## src/include/fidsr_pkg.sv

```systemverilog
// Purpose: Shared constants for the identity and status readout command logic.
// Assumes: Core clock of 250 MHz; serial pins sampled, not used as clocks.
// Notes:   Identity values live as top-level parameters, not here.

// ==========================================================================
// Package
package fidsr_pkg;

  // ========================================================================
  // Timing
  localparam int MCLK_PERIOD_NS = 4;
  localparam int WAKE_DELAY_NS = 30000;  // Settling time out of deep sleep
  // Round up: the device must never report standby early
  localparam int WAKE_CYCLES = (WAKE_DELAY_NS + MCLK_PERIOD_NS - 1) / MCLK_PERIOD_NS;

  // ========================================================================
  // Command codes
  localparam logic [7:0] CMD_READ_JEDEC_IDENTITY = 8'h9f;
  localparam logic [7:0] CMD_READ_LEGACY_SIGNATURE = 8'hab;  // Also the wake command
  localparam logic [7:0] CMD_READ_MAKER_DEVICE_PAIR = 8'h90;
  localparam logic [7:0] CMD_QUAD_IDENTITY_READ = 8'haf;
  localparam logic [7:0] CMD_READ_STATUS_BYTE = 8'h05;

  // ========================================================================
  // Phase lengths in bits
  localparam logic [4:0] CMD_BITS = 5'h08;
  localparam logic [4:0] PAIR_ADDR_BITS = 5'h18;  // Two dummy bytes plus address
  localparam logic [4:0] LEN_IDENTITY = 5'h18;
  localparam logic [4:0] LEN_PAIR = 5'h10;
  localparam logic [4:0] LEN_BYTE = 5'h08;
  localparam logic [4:0] STEP_SINGLE = 5'h01;
  localparam logic [4:0] STEP_QUAD = 5'h04;

  // ========================================================================
  // Status byte fields
  localparam int STAT_BUSY_BIT = 0;
  localparam int STAT_LATCH_BIT = 1;

  // ========================================================================
  // Pin enables
  localparam logic [3:0] OE_SINGLE = 4'h2;  // Serial output is line 1
  localparam logic [3:0] OE_QUAD = 4'hf;
  localparam logic [3:0] OE_NONE = 4'h0;

  // ========================================================================
  // Types
  typedef enum logic [2:0] {
    ST_IDLE = 3'b000,
    ST_CMD  = 3'b001,
    ST_ADDR = 3'b010,
    ST_OUT  = 3'b011,
    ST_SKIP = 3'b100,
    ST_WAKE = 3'b101
  } fidsr_state_e;

  typedef enum logic [1:0] {
    OUT_IDENT = 2'b00,
    OUT_SIG   = 2'b01,
    OUT_PAIR  = 2'b10,
    OUT_STAT  = 2'b11
  } fidsr_out_e;

endpackage

```

## src/design/fidsr_sync.sv

```systemverilog
// Purpose: Two-stage synchroniser for pins from outside the core clock.
// Assumes: Each bit is an independent level; no bus coherence.
// Notes:   Only the second stage may be read by other logic.
`timescale 1ns/1ps

module fidsr_sync #(
  parameter int WIDTH = 1,
  parameter logic [WIDTH-1:0] RESET_VAL = '0
) (
  input wire logic clk_i,
  input wire logic resetn_i,
  input wire logic [WIDTH-1:0] d_i,
  output logic [WIDTH-1:0] q_o
);

  logic [WIDTH-1:0] meta_q;

  // ========================================================================
  // Two flops, reset to a constant
  always_ff @(posedge clk_i or negedge resetn_i) begin
    if (!resetn_i) begin
      meta_q <= RESET_VAL;
      q_o <= RESET_VAL;
    end else begin
      meta_q <= d_i;
      q_o <= meta_q;
    end
  end

endmodule

```

## src/design/fidsr_top.sv

```systemverilog
// Purpose: Command logic for identity, signature, maker/device pair and status reads.
// Assumes: Serial clock and select are slow enough to be oversampled by mclk_i.
// Notes:   Program/erase/status-write engines live elsewhere and report busy.
`timescale 1ns/1ps

module fidsr_top import fidsr_pkg::*; #(
  parameter int WAKE_CYC = WAKE_CYCLES,
  parameter logic [7:0] MAKER_CODE = 8'h5a,  // Value arbitrary
  parameter logic [7:0] TYPE_CODE = 8'h3c,  // Value arbitrary
  parameter logic [7:0] DEVICE_CODE = 8'h17  // Value arbitrary
) (
  input wire logic mclk_i,
  input wire logic resetn_i,
  input wire logic sclk_i,
  input wire logic cs_n_i,
  input wire logic [3:0] sio_i,
  input wire logic hw_reset_n_i,
  input wire logic four_line_command_mode_i,
  input wire logic busy_flag_i,
  input wire logic write_latch_flag_i,
  input wire logic [5:0] status_upper_i,
  input wire logic deep_sleep_req_i,
  output logic [3:0] sio_o,
  output logic [3:0] sio_oe_o,
  output logic deep_sleep_o,
  output logic standby_o
);

  localparam int WCW = $clog2(WAKE_CYC + 1);

  // ========================================================================
  // Pin synchronisers
  logic sclk_s;
  logic cs_n_s;
  logic hw_reset_n_s;
  logic [3:0] sio_s;

  fidsr_sync #(
    .WIDTH(7),
    .RESET_VAL(7'h30)  // Idle levels: select and reset pin high, so no false edge after reset
  ) u_sync (
    .clk_i(mclk_i),
    .resetn_i(resetn_i),
    .d_i({sclk_i, cs_n_i, hw_reset_n_i, sio_i}),
    .q_o({sclk_s, cs_n_s, hw_reset_n_s, sio_s})
  );

  // ========================================================================
  // State
  fidsr_state_e state_q;
  fidsr_out_e kind_q;
  logic sclk_p_q;
  logic cs_p_q;
  logic quad_q;
  logic deep_q;
  logic wake_arm_q;
  logic pair_dev_q;  // Pair order; each 16-bit unit is rebuilt from it on reload
  logic [7:0] sh_q;
  logic [4:0] cnt_q;
  logic [23:0] dat_q;
  logic [WCW-1:0] wake_q;
  logic [3:0] sio_q;
  logic [3:0] oe_q;
  logic standby_q;

  // ========================================================================
  // Edge detection on the synchronised pins
  logic sclk_rise;
  logic sclk_fall;
  logic cs_rise;
  logic cs_fall;
  assign sclk_rise = sclk_s & ~sclk_p_q & ~cs_n_s;
  assign sclk_fall = ~sclk_s & sclk_p_q & ~cs_n_s;
  assign cs_rise = cs_n_s & ~cs_p_q;
  assign cs_fall = ~cs_n_s & cs_p_q;

  // ========================================================================
  // Input shifting: one line ignores the upper lines, four lines take a nibble
  logic [4:0] step;
  logic [7:0] sh_in;
  logic [4:0] cnt_in;
  logic cmd_done;
  logic addr_done;
  assign step = quad_q ? STEP_QUAD : STEP_SINGLE;
  assign sh_in = quad_q ? {sh_q[3:0], sio_s} : {sh_q[6:0], sio_s[0]};
  assign cnt_in = cnt_q + step;
  assign cmd_done = sclk_rise && (state_q == ST_CMD) && (cnt_in == CMD_BITS);
  assign addr_done = sclk_rise && (state_q == ST_ADDR) && (cnt_in == PAIR_ADDR_BITS);

  // ========================================================================
  // Command decode; deep sleep admits only the signature/wake code
  logic is_jedec;
  logic is_sig;
  logic is_pair;
  logic is_quad_id;
  logic is_stat;
  logic take_sig;
  assign is_jedec = (sh_in == CMD_READ_JEDEC_IDENTITY) && !quad_q && !busy_flag_i && !deep_q;
  assign take_sig = (sh_in == CMD_READ_LEGACY_SIGNATURE) && !busy_flag_i;
  assign is_sig = take_sig;
  assign is_pair = (sh_in == CMD_READ_MAKER_DEVICE_PAIR) && !quad_q && !busy_flag_i && !deep_q;
  assign is_quad_id = (sh_in == CMD_QUAD_IDENTITY_READ) && quad_q && !busy_flag_i && !deep_q;
  assign is_stat = (sh_in == CMD_READ_STATUS_BYTE) && !deep_q;

  // ========================================================================
  // Output unit: each kind reloads its word when the previous one is spent
  logic [7:0] stat_byte;
  logic [23:0] ld_word;
  logic [4:0] ld_len;
  logic [23:0] src;
  logic [4:0] rem_base;
  assign stat_byte = {status_upper_i, write_latch_flag_i, busy_flag_i};
  assign ld_word = (kind_q == OUT_IDENT) ? {MAKER_CODE, TYPE_CODE, DEVICE_CODE} :
                   (kind_q == OUT_SIG) ? {DEVICE_CODE, 16'h0000} :
                   (kind_q == OUT_PAIR && pair_dev_q) ? {DEVICE_CODE, MAKER_CODE, 8'h00} :
                   (kind_q == OUT_PAIR) ? {MAKER_CODE, DEVICE_CODE, 8'h00} :
                   {stat_byte, 16'h0000};
  assign ld_len = (kind_q == OUT_IDENT) ? LEN_IDENTITY : (kind_q == OUT_PAIR) ? LEN_PAIR : LEN_BYTE;
  assign src = (cnt_q == 5'h00) ? ld_word : dat_q;
  assign rem_base = (cnt_q == 5'h00) ? ld_len : cnt_q;

  // Next bits on the pins and the shifted remainder
  logic [3:0] drv_bits;
  logic [23:0] dat_shift;
  assign drv_bits = quad_q ? src[23:20] : {2'b00, src[23], 1'b0};
  assign dat_shift = quad_q ? {src[19:0], 4'h0} : {src[22:0], 1'b0};

  // ========================================================================
  // Sampled history of clock and select
  always_ff @(posedge mclk_i or negedge resetn_i) begin
    if (!resetn_i) begin
      sclk_p_q <= 1'b0;
      cs_p_q <= 1'b1;
    end else begin
      sclk_p_q <= sclk_s;
      cs_p_q <= cs_n_s;
    end
  end

  // ========================================================================
  // Command sequencer
  always_ff @(posedge mclk_i or negedge resetn_i) begin
    if (!resetn_i) begin
      state_q <= ST_IDLE;
      kind_q <= OUT_STAT;
      quad_q <= 1'b0;
      deep_q <= 1'b0;
      wake_arm_q <= 1'b0;
      pair_dev_q <= 1'b0;
      sh_q <= 8'h00;
      cnt_q <= 5'h00;
      dat_q <= 24'h000000;
      wake_q <= '0;
    end else if (!hw_reset_n_s) begin
      state_q <= ST_IDLE;  // Pin reset aborts any transaction
      deep_q <= 1'b0;
      wake_arm_q <= 1'b0;
      cnt_q <= 5'h00;
    end else begin
      case (state_q)
        ST_IDLE: begin
          if (deep_sleep_req_i && !busy_flag_i) begin
            deep_q <= 1'b1;
          end
          if (cs_fall) begin
            state_q <= ST_CMD;
            quad_q <= four_line_command_mode_i;  // Mode frozen for the frame
            cnt_q <= 5'h00;
            wake_arm_q <= 1'b0;
          end
        end
        ST_CMD: begin
          if (cs_rise) begin
            state_q <= ST_IDLE;
          end else if (sclk_rise) begin
            sh_q <= sh_in;
            cnt_q <= cmd_done ? 5'h00 : cnt_in;
            if (cmd_done) begin
              // Decode on the last command edge; output begins on the next fall, or after the address phase for the pair read
              if (is_jedec || is_quad_id) begin
                state_q <= ST_OUT;
                kind_q <= OUT_IDENT;
              end else if (is_sig) begin
                state_q <= ST_OUT;
                kind_q <= OUT_SIG;
                wake_arm_q <= 1'b1;
              end else if (is_pair) begin
                state_q <= ST_ADDR;
                kind_q <= OUT_PAIR;
              end else if (is_stat) begin
                state_q <= ST_OUT;
                kind_q <= OUT_STAT;
              end else begin
                state_q <= ST_SKIP;  // Refused code: busy engine is untouched
              end
            end
          end
        end
        ST_ADDR: begin
          if (cs_rise) begin
            state_q <= ST_IDLE;
          end else if (sclk_rise) begin
            sh_q <= sh_in;
            cnt_q <= addr_done ? 5'h00 : cnt_in;
            if (addr_done) begin
              state_q <= ST_OUT;
              pair_dev_q <= sh_in[0];  // Address bit 0 set gives device code first
            end
          end
        end
        ST_OUT: begin
          if (cs_rise) begin
            state_q <= (wake_arm_q && deep_q) ? ST_WAKE : ST_IDLE;
            wake_q <= WCW'(WAKE_CYC);
            cnt_q <= 5'h00;
          end else if (sclk_fall) begin
            dat_q <= dat_shift;
            cnt_q <= rem_base - step;
          end
        end
        ST_SKIP: begin
          if (cs_rise) begin
            state_q <= (wake_arm_q && deep_q) ? ST_WAKE : ST_IDLE;
          end
        end
        ST_WAKE: begin
          // Select falls are ignored here; the host waits out the delay
          if (wake_q <= WCW'(1)) begin
            state_q <= ST_IDLE;
            deep_q <= 1'b0;
          end else begin
            wake_q <= wake_q - WCW'(1);
          end
        end
        default: begin
          state_q <= ST_IDLE;
        end
      endcase
    end
  end

  // ========================================================================
  // Pin drivers, changed only on serial falling edges, deselect or the reset pin going low
  logic out_act;
  assign out_act = (state_q == ST_OUT) && hw_reset_n_s;
  always_ff @(posedge mclk_i or negedge resetn_i) begin
    if (!resetn_i) begin
      sio_q <= 4'h0;
      oe_q <= OE_NONE;
    end else if (!out_act || cs_rise) begin
      sio_q <= 4'h0;
      oe_q <= OE_NONE;  // Release lines as soon as select rises
    end else if (sclk_fall) begin
      sio_q <= drv_bits;
      oe_q <= quad_q ? OE_QUAD : OE_SINGLE;
    end
  end

  // ========================================================================
  // Power state flags
  always_ff @(posedge mclk_i or negedge resetn_i) begin
    if (!resetn_i) begin
      standby_q <= 1'b0;
    end else begin
      standby_q <= (state_q == ST_IDLE) && !deep_q;
    end
  end

  assign sio_o = sio_q;
  assign sio_oe_o = oe_q;
  assign deep_sleep_o = deep_q;
  assign standby_o = standby_q;

endmodule

```

## config.mk

```make
export PLATFORM = sky130hd
export DESIGN_NAME = fidsr_top
export DESIGN_NICKNAME = d
export VERILOG_FILES = /design/src/include/fidsr_pkg.sv /design/src/design/fidsr_sync.sv /design/src/design/fidsr_top.sv
export SDC_FILE = /design/constraint.sdc
export NUM_CORES = 1
export LEC_CHECK = 0
export ABC_AREA = 1
export BUFFER_PORTS_ARGS = -buffer_cell sky130_fd_sc_hd__buf_2
export CAP_MARGIN = 20
export CORE_MARGIN = 1
export CORE_UTILIZATION = 29
export DETAILED_ROUTE_END_ITERATION = 10
export SLEW_MARGIN = 10
export SYNTH_ARGS = -nofsm -noshare
export SYNTH_HDL_FRONTEND = slang
export SYNTH_SLANG_ARGS = --single-unit
```

## constraint.sdc

```tcl
create_clock -name mclk_i -period 5.58 [get_ports mclk_i]
set_input_delay 1.116 -clock mclk_i [delete_from_list [all_inputs] [get_ports mclk_i]]
set_output_delay 1.116 -clock mclk_i [all_outputs]
set_load 0.1 [all_outputs]
```

==> metrics.cfg, run 1 <==
[setup_path]
critPathLaunchType=flip-flop
r2r_cells=14
cp_max_fo=17
rr_endpoint=state_q[1]
cp-end-kind=flip-flop
worstPathRequired_ns=5.86
critPathKind=flip-flop to flip-flop
regToRegSetupSlack_ns=2.97
worstPathArrival_ns=2.90
r2r_start=quad_q

[finish]
fin_util=0.345
num-nets-final=657
antennaDiodeCount=0
synthToLayoutAreaGrowth_pct=14.1
drive_above_1_share=0.106
final_cell_mix=195 x nand2_1, 79 x inv_1, 73 x dfrtp_1, 59 x nor2_1, 51 x o21ai_0
layout_commonest_cell=nand2_1

[sta]
fin_tns_setup_ns=0
min_period_ns=2.61
post-route-period-util=0.468
setup_viol=0
slew_headroom=0.612
clock-skew-final_ns=0.0109
tightest_slew_ns=0.578
rsz0062_at_grt=false
drv_slew=0
hold_viol_final=0
fmax_ghz=0.383

[cts]
cts_num_sinks=80
holdBufCountCts=0
htree_levels=3
clk_latency_ns=0.35
numCtsBuffers=9
clockBufferDepth=2
post-cts-setup-buffers=0
cts_resized=0
cts_root_buf=clkbuf_16
cts_tree=built
cts.reportedPaths.clkPinSlew_ns=0.06

[global_routing]
grt-busiest-layer=met2
grt_first_pass_wirelength_um=17800
grtUsageMet1=0.186
grtUsageMet3=0.0302
antenna_found_initial=0
track_usage=0.140
use_met2=0.223
grt_pass1_vias=3695
grt_start_max_net_pins=81
grt_overflow_total=0

[synth]
synth_fp_nets=631
synth_cells=604
ys_ff_latch=80
seq_area_frac_synth=0.450
synth_area_leaders=dfrtp_1 41%, nand2_1 16%, inv_1 6.6%
ys_warn_count=0
syn_avg_cell_area_um2=7.40
synth.largest_area_cell=dfrtp_1
syn_area_mm2=0.00447
yosys.area.top_type_share=0.409
ys_types=38

[floorplanning]
dieArea_mm2=0.0159
initial_core_util=0.303
rows=44
die_x_um=126
die_h_um=126
coreArea_mm2=0.0148
io_pins=29

[outcome]
outcome=complete, no violations

[pwr]
power_density_mw_per_mm2=399
power.leakage_nw=2.60
peakVddDrop_uv=148

[route]
via_per_inst=4.68
avgRoutedWirePerCell_um=12.4
vias=3830
wl_um=10100
final_antenna_net_count=0
drt_iter0_drc=308
post-route-drc-count=0
drt_pass1_iterations=5

[hold_path]
hold_path_depth=0
worst_hold_path.endpoint=u_sync.q_o[1]
hp-class=flip-flop to flip-flop
min_from=u_sync.meta_q[1]

[place]
gp_congestion=0.896
dp_hpwl_um=7150
portBuffers=28

[run]
drv_cap=0

[cell usage after synthesis, drive strengths merged]
cell    number
ha           8
inv         83
o22ai        3
o31ai        2
buf         10
dfstp        7
nor3b        1
clkinv       1
nor3         9
clkbuf       6
a22oi        2
dfrtp       73
nand2      198
nand3       40
xor2         6
o211ai       6
o21ai       58
xnor2        1
a21oi       10
nor2        60
nand4        2
o22a         1
a21boi       1
o221ai      12
nor4         3
nand3b       1
[metrics by stage]
stage / setup WS [ns] / cells / hold WS, ns / power (mW) / cell area (um^2)
after global routing: 2.62 / 819 / 0.359 / 2.20 / 5090
after global placement: 2.99 / 802 / 0.333 / 1.42 / 4760
after detailed placement: 2.94 / 802 / 0.336 / 1.42 / 4760
after floorplan: 3.11 / 604 / 0.331 / 1.27 / 4470
final: 2.97 / 819 / 0.346 / 2.03 / 5090
after CTS: 2.92 / 818 / 0.350 / 2.06 / 5070
[metal layers]
layer	up-vias	share of wire
met4	0	0.018
met2	54	0.45
met1	1779	0.50
met3	11	0.029
met5	-	0
li1	1986	-
[worst max-delay path, stage by stage (launching register included)]
cell and delay [ns]:
dfrtp_1 0.68, inv_2 0.27, ha_1 0.29, ha_1 0.22, xnor2_1 0.19, nand2_1 0.07
nor2_1 0.13, nand2_1 0.13, nand2_1 0.10, nand3_1 0.08, nand2_1 0.08, nand2_1 0.10
nor2_1 0.10, nand2_1 0.05, nand2_1 0.05
[worst max path at each step]
stage	start	end	slack, ns	cells after the start
6_report	quad_q	state_q[1]	2.97	14
5_1_grt	quad_q	state_q[1]	2.62	14
3_5_place_dp	quad_q	state_q[1]	2.94	14
3_3_place_gp	quad_q	state_q[1]	2.99	14
4_1_cts	quad_q	state_q[1]	2.92	14
2_1_floorplan	sio_oe_o[2]	sio_oe_o[2]	3.11	1
[where the power goes]
group | switching, mW | total, mW | internal [mW] | leakage [nW]
logic | 0.475 | 0.685 | 0.210 | 1.43
registers | 0.0677 | 0.726 | 0.658 | 1.01
clock network | 0.258 | 0.624 | 0.366 | 0.156
total | 0.801 | 2.03 | 1.23 | 2.60
[cell families after synthesis]
| family | synth area share |
|---|---|
| flops | 0.450 |
| compound gates | 0.126 |
| fa+ha+maj | 0.0224 |
| simple gates | 0.295 |
| xor+xnor | 0.0137 |
| buf+inv | 0.0927 |
[flip-flops by register name, summed over array words and instances, names as in the netlist]
signal,count
quad_q,1
state_q,3
sio_o,4
cs_p_q,1
dat_q,23
u_sync.q_o,7
pair_dev_q,1
u_sync.meta_q,7
kind_q,2
sio_oe_o,2
wake_q,13
sh_q,7
sclk_p_q,1
cnt_q,5
wake_arm_q,1
standby_o,1
deep_sleep_o,1
[layout make-up]
class                      instances  area (um^2)
clock inverter                     6         72.6
multi-input combinational        424         2040
tap                              184          230
timing repair buffer              31          185
sequential                        80         2010
inverter                          84          315
clock buffer                      10          239
fill                            1560         9660
No activity file was read; power rests on OpenSTA's default activity.
==> run 2: changes to the inputs <==
- clock period: 5.58 -> 2.2 ns (I/O delays scaled with it)
==> metrics.cfg, run 2 (synthesis gave the netlist of run 1 again) <==
[pwr]
power.leakage_nw=2.67  ; +2.8%
power_mw=5.11  ; +150%
peakVddDrop_uv=421  ; +180%
power_density_mw_per_mm2=977  ; +140%

[sta]
setup_viol=0  ; unchanged
fin_tns_setup_ns=0  ; unchanged
fmax_ghz=0.494  ; +29%
tightest_slew_ns=0.496  ; -0.0819 ns
clock-skew-final_ns=0.0122  ; +0.00133 ns
slew_headroom=0.672  ; +0.0598
drv_slew=0  ; unchanged
hold_viol_final=0  ; unchanged
post-route-period-util=0.920  ; +0.452
min_period_ns=2.02  ; -0.589 ns

[finish]
num-nets-final=675  ; +2.7%
fin_util=0.355  ; +0.00950
antennaDiodeCount=0  ; unchanged
synthToLayoutAreaGrowth_pct=17.2
largest_reg_flops=23  ; unchanged
layout_commonest_cell=nand2_1
drive_above_1_share=0.141  ; +0.0354
top_register=dat_q
largestRegisters=dat_q: 23 flops, wake_q: 13 flops
final_cell_count_no_fill=837  ; +2.2%
fill_cells=1550  ; -0.64%
final_cell_mix=192 x nand2_1, 79 x inv_1, 73 x dfrtp_1, 58 x nor2_1, 48 x o21ai_0

[global_routing]
antenna_found_initial=0  ; unchanged
track_usage=0.144  ; +0.00405
grt_first_pass_wirelength_um=18000  ; +1.2%
grt_start_max_net_pins=38  ; -53%
grt_pass1_vias=3709  ; +0.38%
grt_overflow_total=0  ; unchanged

[place]
place_inst=820  ; +2.2%
dp_hpwl_um=7660  ; +7.1%
gp_congestion=0.851  ; -5.0%
portBuffers=28  ; unchanged

[setup_path]
cp_max_fo=5  ; -12
regToRegSetupSlack_ns=0.18  ; -2.79 ns
worstPathRequired_ns=2.42  ; -3.44 ns
critPathSlowestCell=dfrtp_1
worstPathArrival_ns=2.24  ; -0.66 ns
cp_cell_sequence=inv_2 -> ha_1 -> ha_2 -> xnor2_2 -> nand2_1 -> nor2_2 -> nand2_2 -> nand2_1 -> nand3_1 -> nand2_1 -> nand2_2 -> nand2_1 -> o21ai_0
critPathKind=flip-flop to flip-flop
cp-end-kind=flip-flop
cp_common_cell=nand2_1
critPathLaunchType=flip-flop
worst_path_largest_cell_delay_ns=0.42  ; -0.26 ns

[cts]
cts_num_sinks=80  ; unchanged
htree_levels=3  ; unchanged
cts_root_buf=clkbuf_16
cts.reportedPaths.clkPinSlew_ns=0.06  ; about the same
clockBufferDepth=2  ; unchanged
clk_latency_ns=0.35  ; about the same
post-cts-setup-buffers=0  ; unchanged
cts_tree=built
numCtsBuffers=9  ; unchanged

[floorplanning]
initial_core_util=0.303  ; unchanged
die_x_um=126  ; unchanged
dieArea_mm2=0.0159  ; unchanged
rows=44  ; unchanged
io_pins=29  ; unchanged
die_h_um=126  ; unchanged
coreArea_mm2=0.0148  ; unchanged

[outcome]
outcome=complete, no violations

[run]
drv_cap=0  ; unchanged

[route]
avgRoutedWirePerCell_um=12.4  ; about the same
final_antenna_net_count=0  ; unchanged
wl_um=10400  ; +2.2%
post-route-drc-count=0  ; unchanged
drt_pass1_iterations=4  ; -1
vias=3926  ; +2.5%
via_per_inst=4.69  ; +0.30%
drt_iter0_drc=216  ; -30%

[hold_path]
hp-class=input port to flip-flop

run 2: cell count changes in the layout (fill, tap and decap cells not counted), moves of 2 or more:
| cell | previous run | this run |
|---|---|---|
| o21ai_1 | 7 | 10 |
| nand2_1 | 195 | 192 |
| ha_1 | 8 | 6 |
| buf_4 | 3 | 19 |
| clkinv_2 | 1 | 3 |
| o21ai_0 | 51 | 48 |
| nand2_2 | 1 | 4 |
run 2: power by group:
part / switching [mW] / internal, mW / total (mW)
Clock: 0.621 / 0.799 / 1.42
Combinational: 1.28 / 0.611 / 1.89
Sequential: 0.131 / 1.67 / 1.80
Total: 2.03 / 3.08 / 5.11
run 2: path summary, 6_finish.rpt:
| kind | cells after the start | start | to |
|---|---|---|---|
| max in group asynchronous | 3 | resetn_i | cs_p_q |
| min reg2reg | 0 | u_sync.meta_q[3] | u_sync.q_o[3] |
| min in group asynchronous | 2 | resetn_i | sio_o[1] |
| max reg2reg | 13 | quad_q | state_q[2] |
| min | 1 | cs_n_i | u_sync.meta_q[5] |
| max | 13 | quad_q | state_q[2] |
run 2: cell type report:
class | instances | area, um^2 | area share
multi-input cells | 424 | 2080 | 0.397
clock inverters | 6 | 41.3 | 0.00789
flip-flops and latches | 80 | 2010 | 0.384
well taps | 184 | 230 | 0.0440
clock buffers | 10 | 239 | 0.0457
inverters | 84 | 315 | 0.0602
repair buffers | 49 | 319 | 0.0609
run 2: metrics by stage:
step / setup WS [ns] / hold WS [ns] / cell area [um^2]
after floorplan: 0.132 / 0.144 / 4470
after global placement: 0.170 / 0.332 / 4900
after detailed placement: 0.148 / 0.335 / 4900
after CTS: 0.115 / 0.175 / 5190
after global routing: -0.0163 / 0.172 / 5240
final: 0.175 / 0.190 / 5240
run 2: worst max-delay path: cells and delay by family, from the launching register on:
kind / cells / cell delay, ns
compound gates: 1 / 0.08
xor+xnor: 1 / 0.16
fa+ha+maj: 2 / 0.43
buf+inv: 1 / 0.06
flops: 1 / 0.42
simple gates: 8 / 0.73
run 2: metal layers:
layer	track usage	vias up	part of all wire	wire length, um
li1	-	2028	-	-
met1	0.189	1839	0.49	5080
met2	0.221	43	0.46	4770
met3	0.0323	16	0.024	250
met4	0.0773	0	0.026	274
met5	0	-	0	0
run 2: repair_timing:
action                                  CTS  global route
endpoints found under the setup margin    0             9
gates resized for setup                   0            12
hold buffers                              1             0
endpoints found under the hold margin    20             0
